==> src/ceb_defs.svh <==
`ifndef CEB_DEFS_SVH
`define CEB_DEFS_SVH
`define CEB_PIN_ACTIVE   1'b0
`define CEB_PIN_INACTIVE 1'b1
`define CEB_SHUTDOWN_CMD 2'h1
`define CEB_IDLE_CMD     2'h0
`endif

==> src/ceb_pkg.sv <==
package ceb_pkg;
  typedef enum logic [1:0] {
    CEB_RUN   = 2'b00,
    CEB_STOP  = 2'b01,
    CEB_BREAK = 2'b10
  } ceb_state_t;
endpackage

==> src/ceb_error_break.sv <==
// How it works
// [RULE1] Stop-clock inactive: error/break output shows an unmasked floating-point error.
// [RULE2] Stop-clock active: error/break output shows a pending break event needing service.
// [RULE3] A signalled break event holds the output asserted until stop-clock deasserts.
// [RULE4] Probe request during stop-clock counts as a break event.
// [RULE5] Either bus agent requests a snoop stall by driving hit and hit-modified together.
// [RULE6] An internal error asserts internal-error and issues a shutdown transaction; the code issues it only when internal-error is not already asserted.
// [RULE7] Internal-error stays asserted until reset, bus-init or init asserts.
// [RULE8] Ignore-numeric-error asserted: pending numeric error is disregarded, execution continues.
// [RULE9] Ignore deasserted: noncontrol floating-point instruction faults after an earlier error.
// [RULE10] Ignore input has no effect while the native numeric-error bit is set.
// [RULE11] Ignore input is asynchronous; outside party holds it valid at target-ready.
// [RULE12] Error/break, internal-error and hit outputs are active low.
`timescale 1ns/1ps
`include "ceb_defs.svh"
module ceb_error_break
  import ceb_pkg::*;
(
  input  wire logic       core_clk,
  input  wire logic       rst_n,
  input  wire logic       stop_clock_in_n,
  input  wire logic       probe_request_in_n,
  input  wire logic       bus_initialize_in_n,
  input  wire logic       init_in_n,
  input  wire logic       ignore_numeric_error_in_n,
  input  wire logic       native_numeric_error_bit,
  input  wire logic       fp_error_detect,
  input  wire logic       fp_error_clear,
  input  wire logic       break_event,
  input  wire logic       fp_noncontrol_issue,
  input  wire logic       internal_error_event,
  input  wire logic       snoop_stall_req,
  input  wire logic       snoop_hit_in_n,
  input  wire logic       snoop_hit_modified_in_n,
  output logic            fp_error_or_break_out_n,
  output logic            internal_error_out_n,
  output logic            snoop_hit_out_n,
  output logic            snoop_hit_oe,
  output logic            snoop_hit_modified_n,
  output logic            snoop_hit_modified_oe,
  output logic            fp_exception,
  output logic            fp_ignored,
  output logic            peer_snoop_stall,
  output logic [1:0]      bus_special_cmd
);

  // Pins from outside the clock domain pass two flops; only stage two is read.
  localparam int NSYNC = 6;
  logic [NSYNC-1:0] sync1_ff;
  logic [NSYNC-1:0] sync2_ff;
  logic [NSYNC-1:0] raw_in;
  assign raw_in = {snoop_hit_modified_in_n, snoop_hit_in_n, ignore_numeric_error_in_n,
                   init_in_n, bus_initialize_in_n, probe_request_in_n}; // see [RULE11]
  genvar gi;
  generate
    for (gi = 0; gi < NSYNC; gi++) begin : g_sync
      always_ff @(posedge core_clk or negedge rst_n)
      begin
        if (!rst_n)
        begin
          sync1_ff[gi] <= `CEB_PIN_INACTIVE;
          sync2_ff[gi] <= `CEB_PIN_INACTIVE;
        end
        else
        begin
          sync1_ff[gi] <= raw_in[gi];
          sync2_ff[gi] <= sync1_ff[gi];
        end
      end
    end
  endgenerate

  logic probe_s_n;
  logic bus_init_s_n;
  logic init_s_n;
  logic ignore_s_n;
  logic hit_s_n;
  logic hit_mod_s_n;
  logic stop_s_n;
  logic stop1_ff;
  logic stop2_ff;
  assign probe_s_n    = sync2_ff[0];
  assign bus_init_s_n = sync2_ff[1];
  assign init_s_n     = sync2_ff[2];
  assign ignore_s_n   = sync2_ff[3];
  assign hit_s_n      = sync2_ff[4];
  assign hit_mod_s_n  = sync2_ff[5];
  assign stop_s_n     = stop2_ff;

  always_ff @(posedge core_clk or negedge rst_n)
  begin
    if (!rst_n)
    begin
      stop1_ff <= `CEB_PIN_INACTIVE;
      stop2_ff <= `CEB_PIN_INACTIVE;
    end
    else
    begin
      stop1_ff <= stop_clock_in_n;
      stop2_ff <= stop1_ff;
    end
  end

  // Error/break multiplexing state.
  ceb_state_t state_ff;
  ceb_state_t nxt_state;
  logic       fp_err_ff;
  logic       nxt_fp_err;
  logic       mux_n_ff;
  logic       nxt_mux_n;
  logic       stop_act;
  assign stop_act = (stop_s_n == `CEB_PIN_ACTIVE);

  always_comb
  begin
    nxt_state  = state_ff;
    // A new error wins over a clear in the same cycle.
    nxt_fp_err = fp_error_detect | (fp_err_ff & ~fp_error_clear);
    case (state_ff)
      CEB_RUN:
      begin
        if (stop_act)
          nxt_state = CEB_STOP;
      end
      CEB_STOP:
      begin
        if (!stop_act)
          nxt_state = CEB_RUN;
        else if (break_event || probe_s_n == `CEB_PIN_ACTIVE) // see [RULE4]
          nxt_state = CEB_BREAK; // see [RULE2]
      end
      CEB_BREAK:
      begin
        if (!stop_act)
          nxt_state = CEB_RUN; // see [RULE3]
      end
      default: nxt_state = CEB_RUN;
    endcase
    if (nxt_state == CEB_BREAK)
      nxt_mux_n = `CEB_PIN_ACTIVE; // see [RULE12]
    else if (nxt_state == CEB_RUN && nxt_fp_err)
      nxt_mux_n = `CEB_PIN_ACTIVE; // see [RULE1]
    else
      nxt_mux_n = `CEB_PIN_INACTIVE;
  end

  always_ff @(posedge core_clk or negedge rst_n)
  begin
    if (!rst_n)
    begin
      state_ff  <= CEB_RUN;
      fp_err_ff <= 1'b0;
      mux_n_ff  <= `CEB_PIN_INACTIVE;
    end
    else
    begin
      state_ff  <= nxt_state;
      fp_err_ff <= nxt_fp_err;
      mux_n_ff  <= nxt_mux_n;
    end
  end
  assign fp_error_or_break_out_n = mux_n_ff;

  // Numeric error gating on noncontrol instructions.
  logic fpx_ff;
  logic nxt_fpx;
  logic fpi_ff;
  logic nxt_fpi;
  logic ignore_eff;
  // The native bit overrides the pin entirely.
  assign ignore_eff = (ignore_s_n == `CEB_PIN_ACTIVE) & ~native_numeric_error_bit; // see [RULE10]

  always_comb
  begin
    nxt_fpx = fp_noncontrol_issue & fp_err_ff & ~ignore_eff; // see [RULE9]
    nxt_fpi = fp_noncontrol_issue & fp_err_ff & ignore_eff;  // see [RULE8]
  end

  always_ff @(posedge core_clk or negedge rst_n)
  begin
    if (!rst_n)
    begin
      fpx_ff <= 1'b0;
      fpi_ff <= 1'b0;
    end
    else
    begin
      fpx_ff <= nxt_fpx;
      fpi_ff <= nxt_fpi;
    end
  end
  assign fp_exception = fpx_ff;
  assign fp_ignored   = fpi_ff;

  // Internal error is sticky; only reset, bus-init or init release it.
  logic       interr_n_ff;
  logic       nxt_interr_n;
  logic [1:0] cmd_ff;
  logic [1:0] nxt_cmd;
  logic       clr_interr;
  assign clr_interr = (bus_init_s_n == `CEB_PIN_ACTIVE) | (init_s_n == `CEB_PIN_ACTIVE);

  always_comb
  begin
    nxt_interr_n = interr_n_ff;
    nxt_cmd      = `CEB_IDLE_CMD;
    // A new error wins over a held clear, so that no error is ever lost.
    if (internal_error_event)
    begin
      nxt_interr_n = `CEB_PIN_ACTIVE; // see [RULE6]
      // Only the first assertion issues a shutdown, so repeats cannot flood the bus.
      nxt_cmd      = (interr_n_ff == `CEB_PIN_INACTIVE) ? `CEB_SHUTDOWN_CMD : `CEB_IDLE_CMD;
    end
    else if (clr_interr)
      nxt_interr_n = `CEB_PIN_INACTIVE; // see [RULE7]
  end

  always_ff @(posedge core_clk or negedge rst_n)
  begin
    if (!rst_n)
    begin
      interr_n_ff <= `CEB_PIN_INACTIVE;
      cmd_ff      <= `CEB_IDLE_CMD;
    end
    else
    begin
      interr_n_ff <= nxt_interr_n;
      cmd_ff      <= nxt_cmd;
    end
  end
  assign internal_error_out_n = interr_n_ff;
  assign bus_special_cmd      = cmd_ff;

  // Snoop stall: both hit lines driven low together, open-drain style.
  // The synchronisers still show our own drive for two edges after release, so that echo
  // is masked. A peer stall overlapping our own cannot be told apart on a wired line.
  logic       stall_drv_ff;
  logic       nxt_stall_drv;
  logic [1:0] own_echo_ff;
  logic [1:0] nxt_own_echo;
  logic       hit_lvl_n_ff;
  logic       nxt_hit_lvl_n;
  logic       peer_ff;
  logic       nxt_peer;

  always_comb
  begin
    nxt_stall_drv = snoop_stall_req; // see [RULE5]
    nxt_own_echo  = {own_echo_ff[0], stall_drv_ff};
    nxt_hit_lvl_n = snoop_stall_req ? `CEB_PIN_ACTIVE : `CEB_PIN_INACTIVE; // see [RULE12]
    nxt_peer      = (hit_s_n == `CEB_PIN_ACTIVE) & (hit_mod_s_n == `CEB_PIN_ACTIVE)
                    & ~stall_drv_ff & ~(|own_echo_ff);
  end

  always_ff @(posedge core_clk or negedge rst_n)
  begin
    if (!rst_n)
    begin
      stall_drv_ff <= 1'b0;
      own_echo_ff  <= 2'h0;
      hit_lvl_n_ff <= `CEB_PIN_INACTIVE;
      peer_ff      <= 1'b0;
    end
    else
    begin
      stall_drv_ff <= nxt_stall_drv;
      own_echo_ff  <= nxt_own_echo;
      hit_lvl_n_ff <= nxt_hit_lvl_n;
      peer_ff      <= nxt_peer;
    end
  end
  assign snoop_hit_out_n       = hit_lvl_n_ff;
  assign snoop_hit_modified_n  = hit_lvl_n_ff;
  assign snoop_hit_oe          = stall_drv_ff;
  assign snoop_hit_modified_oe = stall_drv_ff;
  assign peer_snoop_stall      = peer_ff;

  a_break_held: assert property (@(posedge core_clk) disable iff (!rst_n) // see [RULE3]
    (state_ff == CEB_BREAK && stop_act) |=> fp_error_or_break_out_n == `CEB_PIN_ACTIVE)
    else $error("break not held");
  a_break_probe: assert property (@(posedge core_clk) disable iff (!rst_n) // see [RULE4]
    (state_ff == CEB_STOP && stop_act && probe_s_n == `CEB_PIN_ACTIVE)
      |=> state_ff == CEB_BREAK)
    else $error("probe not a break");
  a_fp_err_run: assert property (@(posedge core_clk) disable iff (!rst_n) // see [RULE1]
    (state_ff == CEB_RUN && fp_err_ff) |-> fp_error_or_break_out_n == `CEB_PIN_ACTIVE)
    else $error("fp error not shown");
  a_stop_mask: assert property (@(posedge core_clk) disable iff (!rst_n) // see [RULE2]
    (state_ff == CEB_STOP) |-> fp_error_or_break_out_n == `CEB_PIN_INACTIVE)
    else $error("error shown during stop");
  a_int_err_sticky: assert property (@(posedge core_clk) disable iff (!rst_n) // see [RULE7]
    (internal_error_out_n == `CEB_PIN_ACTIVE && !clr_interr)
      |=> internal_error_out_n == `CEB_PIN_ACTIVE)
    else $error("internal error dropped");
  a_int_err_clear: assert property (@(posedge core_clk) disable iff (!rst_n) // see [RULE7]
    (clr_interr && !internal_error_event) |=> internal_error_out_n == `CEB_PIN_INACTIVE)
    else $error("internal error not cleared");
  a_int_err_set: assert property (@(posedge core_clk) disable iff (!rst_n) // see [RULE6]
    (internal_error_event && internal_error_out_n == `CEB_PIN_INACTIVE)
      |=> (internal_error_out_n == `CEB_PIN_ACTIVE && bus_special_cmd == `CEB_SHUTDOWN_CMD))
    else $error("internal error not raised");
  a_native_override: assert property (@(posedge core_clk) disable iff (!rst_n) // see [RULE10]
    (native_numeric_error_bit && fp_noncontrol_issue && fp_err_ff)
      |=> (fp_exception && !fp_ignored))
    else $error("native bit not honoured");
  a_ignore_pin: assert property (@(posedge core_clk) disable iff (!rst_n) // see [RULE8]
    (ignore_s_n == `CEB_PIN_ACTIVE && !native_numeric_error_bit && fp_noncontrol_issue
      && fp_err_ff) |=> (fp_ignored && !fp_exception))
    else $error("ignored error faulted");
  a_stall_pair: assert property (@(posedge core_clk) disable iff (!rst_n) // see [RULE5]
    $rose(snoop_stall_req) |=> (snoop_hit_oe && snoop_hit_modified_oe
      && snoop_hit_out_n == `CEB_PIN_ACTIVE && snoop_hit_modified_n == `CEB_PIN_ACTIVE))
    else $error("stall lines not paired");
  a_peer_echo: assert property (@(posedge core_clk) disable iff (!rst_n) // see [RULE5]
    (stall_drv_ff || (|own_echo_ff)) |=> !peer_snoop_stall)
    else $error("own stall seen as peer");
  c_break: cover property (@(posedge core_clk) disable iff (!rst_n) state_ff == CEB_BREAK);
  c_int_err: cover property (@(posedge core_clk) disable iff (!rst_n) $fell(internal_error_out_n));
  c_fpx: cover property (@(posedge core_clk) disable iff (!rst_n) fp_exception);
  c_peer: cover property (@(posedge core_clk) disable iff (!rst_n) peer_snoop_stall);

endmodule // ceb_error_break

==> config.mk <==
export PLATFORM = sky130hd
export DESIGN_NAME = ceb_error_break
export DESIGN_NICKNAME = d
export VERILOG_FILES = /design/src/ceb_pkg.sv /design/src/ceb_error_break.sv
export VERILOG_INCLUDE_DIRS = /design/src /design/src/src
export SDC_FILE = /design/constraint.sdc
export NUM_CORES = 1
export LEC_CHECK = 0
export ABC_AREA = 1
export BUFFER_PORTS_ARGS = -buffer_cell sky130_fd_sc_hd__buf_2
export CAP_MARGIN = 10
export CORE_ASPECT_RATIO = 0.9
export CORE_MARGIN = 5
export CORE_UTILIZATION = 43
export DETAILED_ROUTE_END_ITERATION = 10
export GPL_ROUTABILITY_DRIVEN = 0
export GPL_TIMING_DRIVEN = 0
export PLACE_DENSITY = 0.69
export SLEW_MARGIN = 20
export SYNTH_ARGS = -nofsm -noshare
export SYNTH_HDL_FRONTEND = slang
export SYNTH_SLANG_ARGS = --single-unit
==> constraint.sdc <==
create_clock -name core_clk -period 0.86 [get_ports core_clk]
set_input_delay 0.129 -clock core_clk [delete_from_list [all_inputs] [get_ports core_clk]]
set_output_delay 0.129 -clock core_clk [all_outputs]
set_load 0.03 [all_outputs]
# Word-level counts from Yosys, hierarchy flattened
# Index checks and enable logic that the tools add are counted.
[totals]
mem_bits_rw = 0
regBits = 28
rom_bits = 0
out_inout_bits = 11
n_memories = 0
latchBits = 0
input_bits = 16
wordCells = 67
[classes]
n_eq_ne = 3
n_lt_le_gt_ge = 0
div = 0
n_shift = 0
n_reduce_logical = 6
mux = 12
n_bitwise = 21
n_addsub = 0
multipliers = 0
[op_table]
columns = ["cell", "n"]
rows = [
  ["$not 1->1", 11],
  ["$mux 2", 5],
  ["$and 1x1->1", 8],
  ["$mux 1", 6],
  ["$pmux 2 s3", 1],
  ["$eq 2x2->1 const B", 2],
  ["$logic_not 2->1", 2],
  ["$eq 2x1->1 const B", 1],
  ["$or 1x1->1", 2],
  ["$reduce_bool 2->1", 1],
  ["$reduce_or 2->1", 1],
  ["$logic_and 1x1->1", 1],
  ["$logic_or 1x1->1", 1],
]

# Depth between registers and ports, before layout
[depth]
ltp_word = 9
depth_mapped = 7
ltp_nobuf = 7

# Least setup slack after synthesis
# Ideal clock, no wire load.
[synth_timing]
kind = "reg-to-output"
startpoint = "register hit_lvl_n_ff (netlist: snoop_hit_modified_n)"
endpoint = "output port snoop_hit_out_n"
arrival_ps = 786
n_path_buf = 1
setup_slack_ps = -55
path_stages_with_launch = 2
path_cell_list = "dfstp_2 -> buf_4"
[synth_rtl]
columns = ["item", "line_no", "text"]
rows = [
  ["from (decl)", "ceb_error_break.sv:241", "logic hit_lvl_n_ff;"],
  ["from (signal assigned)", "ceb_error_break.sv:261", "hit_lvl_n_ff <= `CEB_PIN_INACTIVE;"],
  ["from (signal assigned)", "ceb_error_break.sv:268", "hit_lvl_n_ff <= nxt_hit_lvl_n;"],
  ["to (decl)", "ceb_error_break.sv:37", "output logic snoop_hit_out_n,"],
]
# No word-level cell between the ends.

# Worst setup path in the final report
[layout_timing]
startpoint = "register hit_lvl_n_ff (netlist: snoop_hit_modified_n)"
endpoint = "output port snoop_hit_out_n"
# No word-level cell between the ends.

==> impl_metrics.xml <==
<?xml version="1.0" encoding="UTF-8"?>
<metrics>
  <group name="power">
    <metric name="largest_vdd_supply_drop" unit="mV">1.24</metric>
    <metric name="pwr_cell_area" unit="nW/µm²">1770</metric>
    <metric name="leakage" unit="nW">0.615</metric>
    <metric name="finalPower" unit="mW">2.22</metric>
  </group>
  <group name="sta">
    <metric name="final_period_minus_worst_setup_slack" unit="ns">1.20</metric>
    <metric name="max-slew-margin-rel" unit="%">62.9</metric>
    <metric name="setup_total_negative_slack" unit="ns">-2.16</metric>
    <metric name="max_slew.worst_pin.slew" unit="ns">0.556</metric>
    <metric name="worst_slack" unit="ns">-0.339</metric>
    <metric name="final.period_utilization" unit="%">139</metric>
    <metric name="count_of_final_hold_check_violations" unit="">0</metric>
    <metric name="rsz0062_at_grt" unit="">yes</metric>
    <metric name="slew_violations" unit="">0</metric>
    <metric name="report.final.setup_viol" unit="">14</metric>
    <metric name="achievable-frequency" unit="GHz">0.834</metric>
    <metric name="fin_skew" unit="ns">0.00344</metric>
  </group>
  <group name="worst_setup_path">
    <metric name="worst_path_top_cell_family_by_delay" unit="">flip-flops</metric>
    <metric name="crit_cells" unit="">2</metric>
    <metric name="critical-path-top-cell-by-count" unit="">buf_6</metric>
    <metric name="worstRegToRegCells" unit="">6</metric>
    <metric name="kind_of_end_point_of_the_critical_path" unit="">primary output</metric>
    <metric name="critical_path_startpoint" unit="">snoop_hit_modified_n</metric>
    <metric name="timing.critical_path.to" unit="">snoop_hit_out_n</metric>
    <metric name="crit_fanout" unit="">2</metric>
    <metric name="setup.worst_path.class" unit="">flop to primary output</metric>
    <metric name="timing.rr.start" unit="">probe_s_n</metric>
    <metric name="crit_chain" unit="">buf_6 &gt; buf_6</metric>
    <metric name="r2r_end" unit="">fp_error_or_break_out_n</metric>
    <metric name="worst_path_max_delay_cell" unit="">dfstp_2</metric>
    <metric name="worstPathBufferInverterCount" unit="">2</metric>
    <metric name="crit_path_start_kind" unit="">flop</metric>
    <metric name="critPathArrivalTime" unit="ns">1.07</metric>
    <metric name="critPathMaxStageDelay" unit="ns">0.56</metric>
    <metric name="crit_required" unit="ns">0.73</metric>
    <metric name="setup_slack_of_the_worst_register_to_register_path" unit="ns">-0.03</metric>
  </group>
  <group name="synthesis">
    <metric name="synth_instances" unit="">58</metric>
    <metric name="avgSynthCellArea" unit="µm²">14.8</metric>
    <metric name="yosys.area_share.xor_xnor" unit="%">0</metric>
    <metric name="synth_most_common_cell" unit="">dfstp_2</metric>
    <metric name="post_synthesis_net_count" unit="">74</metric>
    <metric name="synth_top_family_by_area" unit="">simple AND/OR/NAND/NOR gates</metric>
    <metric name="synthesized_flop_and_latch_total" unit="">27</metric>
    <metric name="yosysWarnings" unit="">0</metric>
    <metric name="synth.cells.most_frequent" unit="">dfstp_2, dfrtp_1, inv_1, nand2_1, buf_4</metric>
    <metric name="synth_enable_flop_cells" unit="">0</metric>
    <metric name="yosys-mux-area-fraction" unit="%">0</metric>
    <metric name="register_area_share_after_synthesis" unit="%">81.2</metric>
    <metric name="netlist_area_pre_place" unit="µm²">858</metric>
    <metric name="post_synth_cell_types" unit="">15</metric>
    <metric name="synthFlopType" unit="">dfstp_2</metric>
    <metric name="synth.largest_area_cell" unit="">dfstp_2</metric>
    <metric name="biggest_area_contributors_in_the_synthesized_netlist" unit="">dfstp_2, dfrtp_1, inv_1, nand2_1, buf_4</metric>
    <metric name="synth_largest_type_area_fraction" unit="%">52.0</metric>
    <metric name="adder_cell_area_share_of_the_yosys_netlist" unit="%">0</metric>
    <metric name="post_synth_and_or_nand_nor_area_fraction" unit="%">7.43</metric>
    <metric name="synth_compound_gate_area_share" unit="%">3.94</metric>
    <metric name="ys_async_sr_fraction" unit="%">100</metric>
  </group>
  <group name="clock_network">
    <metric name="numClockSinks" unit="">27</metric>
    <metric name="ctsLongestPathBuffers" unit="">2</metric>
    <metric name="ctsHtreeMaxLevel" unit="">1</metric>
    <metric name="tritoncts" unit="">yes</metric>
    <metric name="clkSlewWorstSetupHoldPaths" unit="ns">0.13</metric>
    <metric name="cts_made_buffers" unit="">3</metric>
    <metric name="clock-root-buffer" unit="">clkbuf_4</metric>
    <metric name="insertion_delay" unit="ns">0.31</metric>
  </group>
  <group name="grt">
    <metric name="antenna_found_initial" unit="">0</metric>
    <metric name="globalRoute.totalOverflow" unit="">0</metric>
    <metric name="grt_max_degree" unit="">28</metric>
    <metric name="grt_pass1_vias" unit="">485</metric>
    <metric name="grt_pass1_wl" unit="µm">2020</metric>
    <metric name="globalRouteTotalUtil" unit="%">9.35</metric>
  </group>
  <group name="detailed_routing">
    <metric name="dr_wl_met3" unit="µm">123</metric>
    <metric name="dr_total_vias" unit="">520</metric>
    <metric name="remaining_drc_errors" unit="">0</metric>
    <metric name="antenna_violating_nets_post_route" unit="">0</metric>
    <metric name="viasPerCell" unit="">4.13</metric>
    <metric name="drt-wirelength-per-cell" unit="µm">10.2</metric>
    <metric name="dr.first_iter.drc_count" unit="">3</metric>
    <metric name="finalWirelength" unit="µm">1280</metric>
    <metric name="wl_met2" unit="µm">635</metric>
    <metric name="detail_route.wirelength.met1" unit="µm">522</metric>
    <metric name="number_of_search_and_repair_iterations_in_the_first_detailed_routing_pass" unit="">3</metric>
    <metric name="highest_layer" unit="">met3</metric>
  </group>
  <group name="status">
    <metric name="status" unit="">complete, but fails checks</metric>
    <metric name="failed_checks" unit="">negative setup slack</metric>
  </group>
  <group name="layout">
    <metric name="areaGrowthSynthToFinish" unit="%">46.2</metric>
    <metric name="final_cell_area" unit="µm²">1250</metric>
    <metric name="finalNetCount" unit="">118</metric>
    <metric name="end_of_flow_core_utilization" unit="%">65.6</metric>
    <metric name="final_layout_size_suffix_gt1_share" unit="%">55.4</metric>
    <metric name="antenna_cells" unit="">0</metric>
  </group>
  <group name="placement">
    <metric name="port_buffers" unit="">25</metric>
    <metric name="dpl.hpwl" unit="µm">859</metric>
    <metric name="place_area" unit="µm²">1020</metric>
    <metric name="pre_cts_slack" unit="ns">-0.0537</metric>
  </group>
  <group name="die">
    <metric name="die_height" unit="µm">52.4</metric>
    <metric name="core_ar" unit="µm²">1910</metric>
    <metric name="num_rows" unit="">15</metric>
    <metric name="num_io_pins" unit="">27</metric>
    <metric name="dieArea" unit="µm²">2990</metric>
    <metric name="die_x" unit="µm">57.1</metric>
    <metric name="effective_utilization_at_floorplan" unit="%">44.8</metric>
  </group>
  <group name="hold_path">
    <metric name="worst_hold_path_class" unit="">input pin to flop</metric>
  </group>
  <group name="run">
    <metric name="cap_viol_max_count" unit="">0</metric>
  </group>
</metrics>
==> worst min path at each step <==
stage                             start                 end  slack [ns]  depth (start not counted)
floorplan                         rst_n  bus_special_cmd[0]       -0.17                          0
global route            fp_error_detect           fp_err_ff        0.01                          2
global placement                  rst_n         state_ff[0]        0.14                          1
finish              fp_noncontrol_issue          fp_ignored        0.04                          3
CTS                     fp_error_detect           fp_err_ff        0.02                          2
detailed placement                rst_n         state_ff[1]        0.15                          1
==> where the power goes <==
| part | switching, mW | internal (mW) |
|---|---|---|
| logic | 0.149 | 0.156 |
| registers | 0.0381 | 1.38 |
| clock network | 0.322 | 0.181 |
| total | 0.509 | 1.72 |
==> placed cells by master, fill, tap and decap left out, types with 2 or more instances in the layout <==
| cell type | n |
|---|---|
| dfstp_2 | 17 |
| buf_2 | 16 |
| buf_6 | 12 |
| dlygate4sd3_1 | 12 |
| inv_1 | 9 |
| dfrtp_1 | 9 |
| nand2_1 | 7 |
| clkbuf_4 | 3 |
| nor2_1 | 2 |
| buf_4 | 2 |
==> state kept, by name, summed over array words and instances, names as in the netlist <==
name and cells:
stop1_ff 1, bus_init_s_n 1, fp_err_ff 1, internal_error_out_n 1, peer_snoop_stall 1, ignore_s_n 1, state_ff 2, hit_mod_s_n 1
fp_exception 1, init_s_n 1, stop2_ff 1, probe_s_n 1, sync1_ff 6, fp_ignored 1, fp_error_or_break_out_n 1, snoop_hit_modified_oe 1
own_echo_ff 2, bus_special_cmd 1, snoop_hit_modified_n 1, hit_s_n 1
==> routing by layer <==
metal	vias to the layer above	global-route usage, %
met5	-	0
met3	0	5.42
met4	0	3.47
met2	19	15.4
li1	257	-
met1	244	9.97
==> worst reg2reg max path: stages, from the launching register on <==
cell and delay [ns]:
dfstp_2 0.54, nand2_1 0.04, nand2_1 0.06, nand2_1 0.05
nand2_1 0.07, nand2_1 0.05, inv_1 0.04
==> final cells by class <==
class | instances | area, µm²
multi-input combinational | 18 | 111
sequential | 27 | 698
tap | 25 | 31.3
buffer | 3 | 30.0
fill | 144 | 659
inverter | 10 | 37.5
clock buffer | 4 | 26.3
timing repair buffer | 39 | 320
==> kinds of logic after synthesis <==
logic type | after synthesis
buf+inv | 13
compound gates | 3
flops | 27
other cells | 1
simple gates | 14
==> metrics by stage <==
stage	instances	hold slack, ns
after floorplan	58	-0.167
after global placement	108	0.145
after detailed placement	108	0.155
after CTS	125	0.0195
after global routing	126	0.0139
final	126	0.0394
==> what timing repair did <==
action / 4_1_cts / 5_1_grt
resized for setup: 20 / 2
hold buffers: 12 / 0
buffers inserted: 1 / 1
pin swaps: 1 / 2
endpoints found under the setup margin: 13 / 14
endpoints found under the hold margin: 22 / 0
Power figures use the tool's default switching activity.
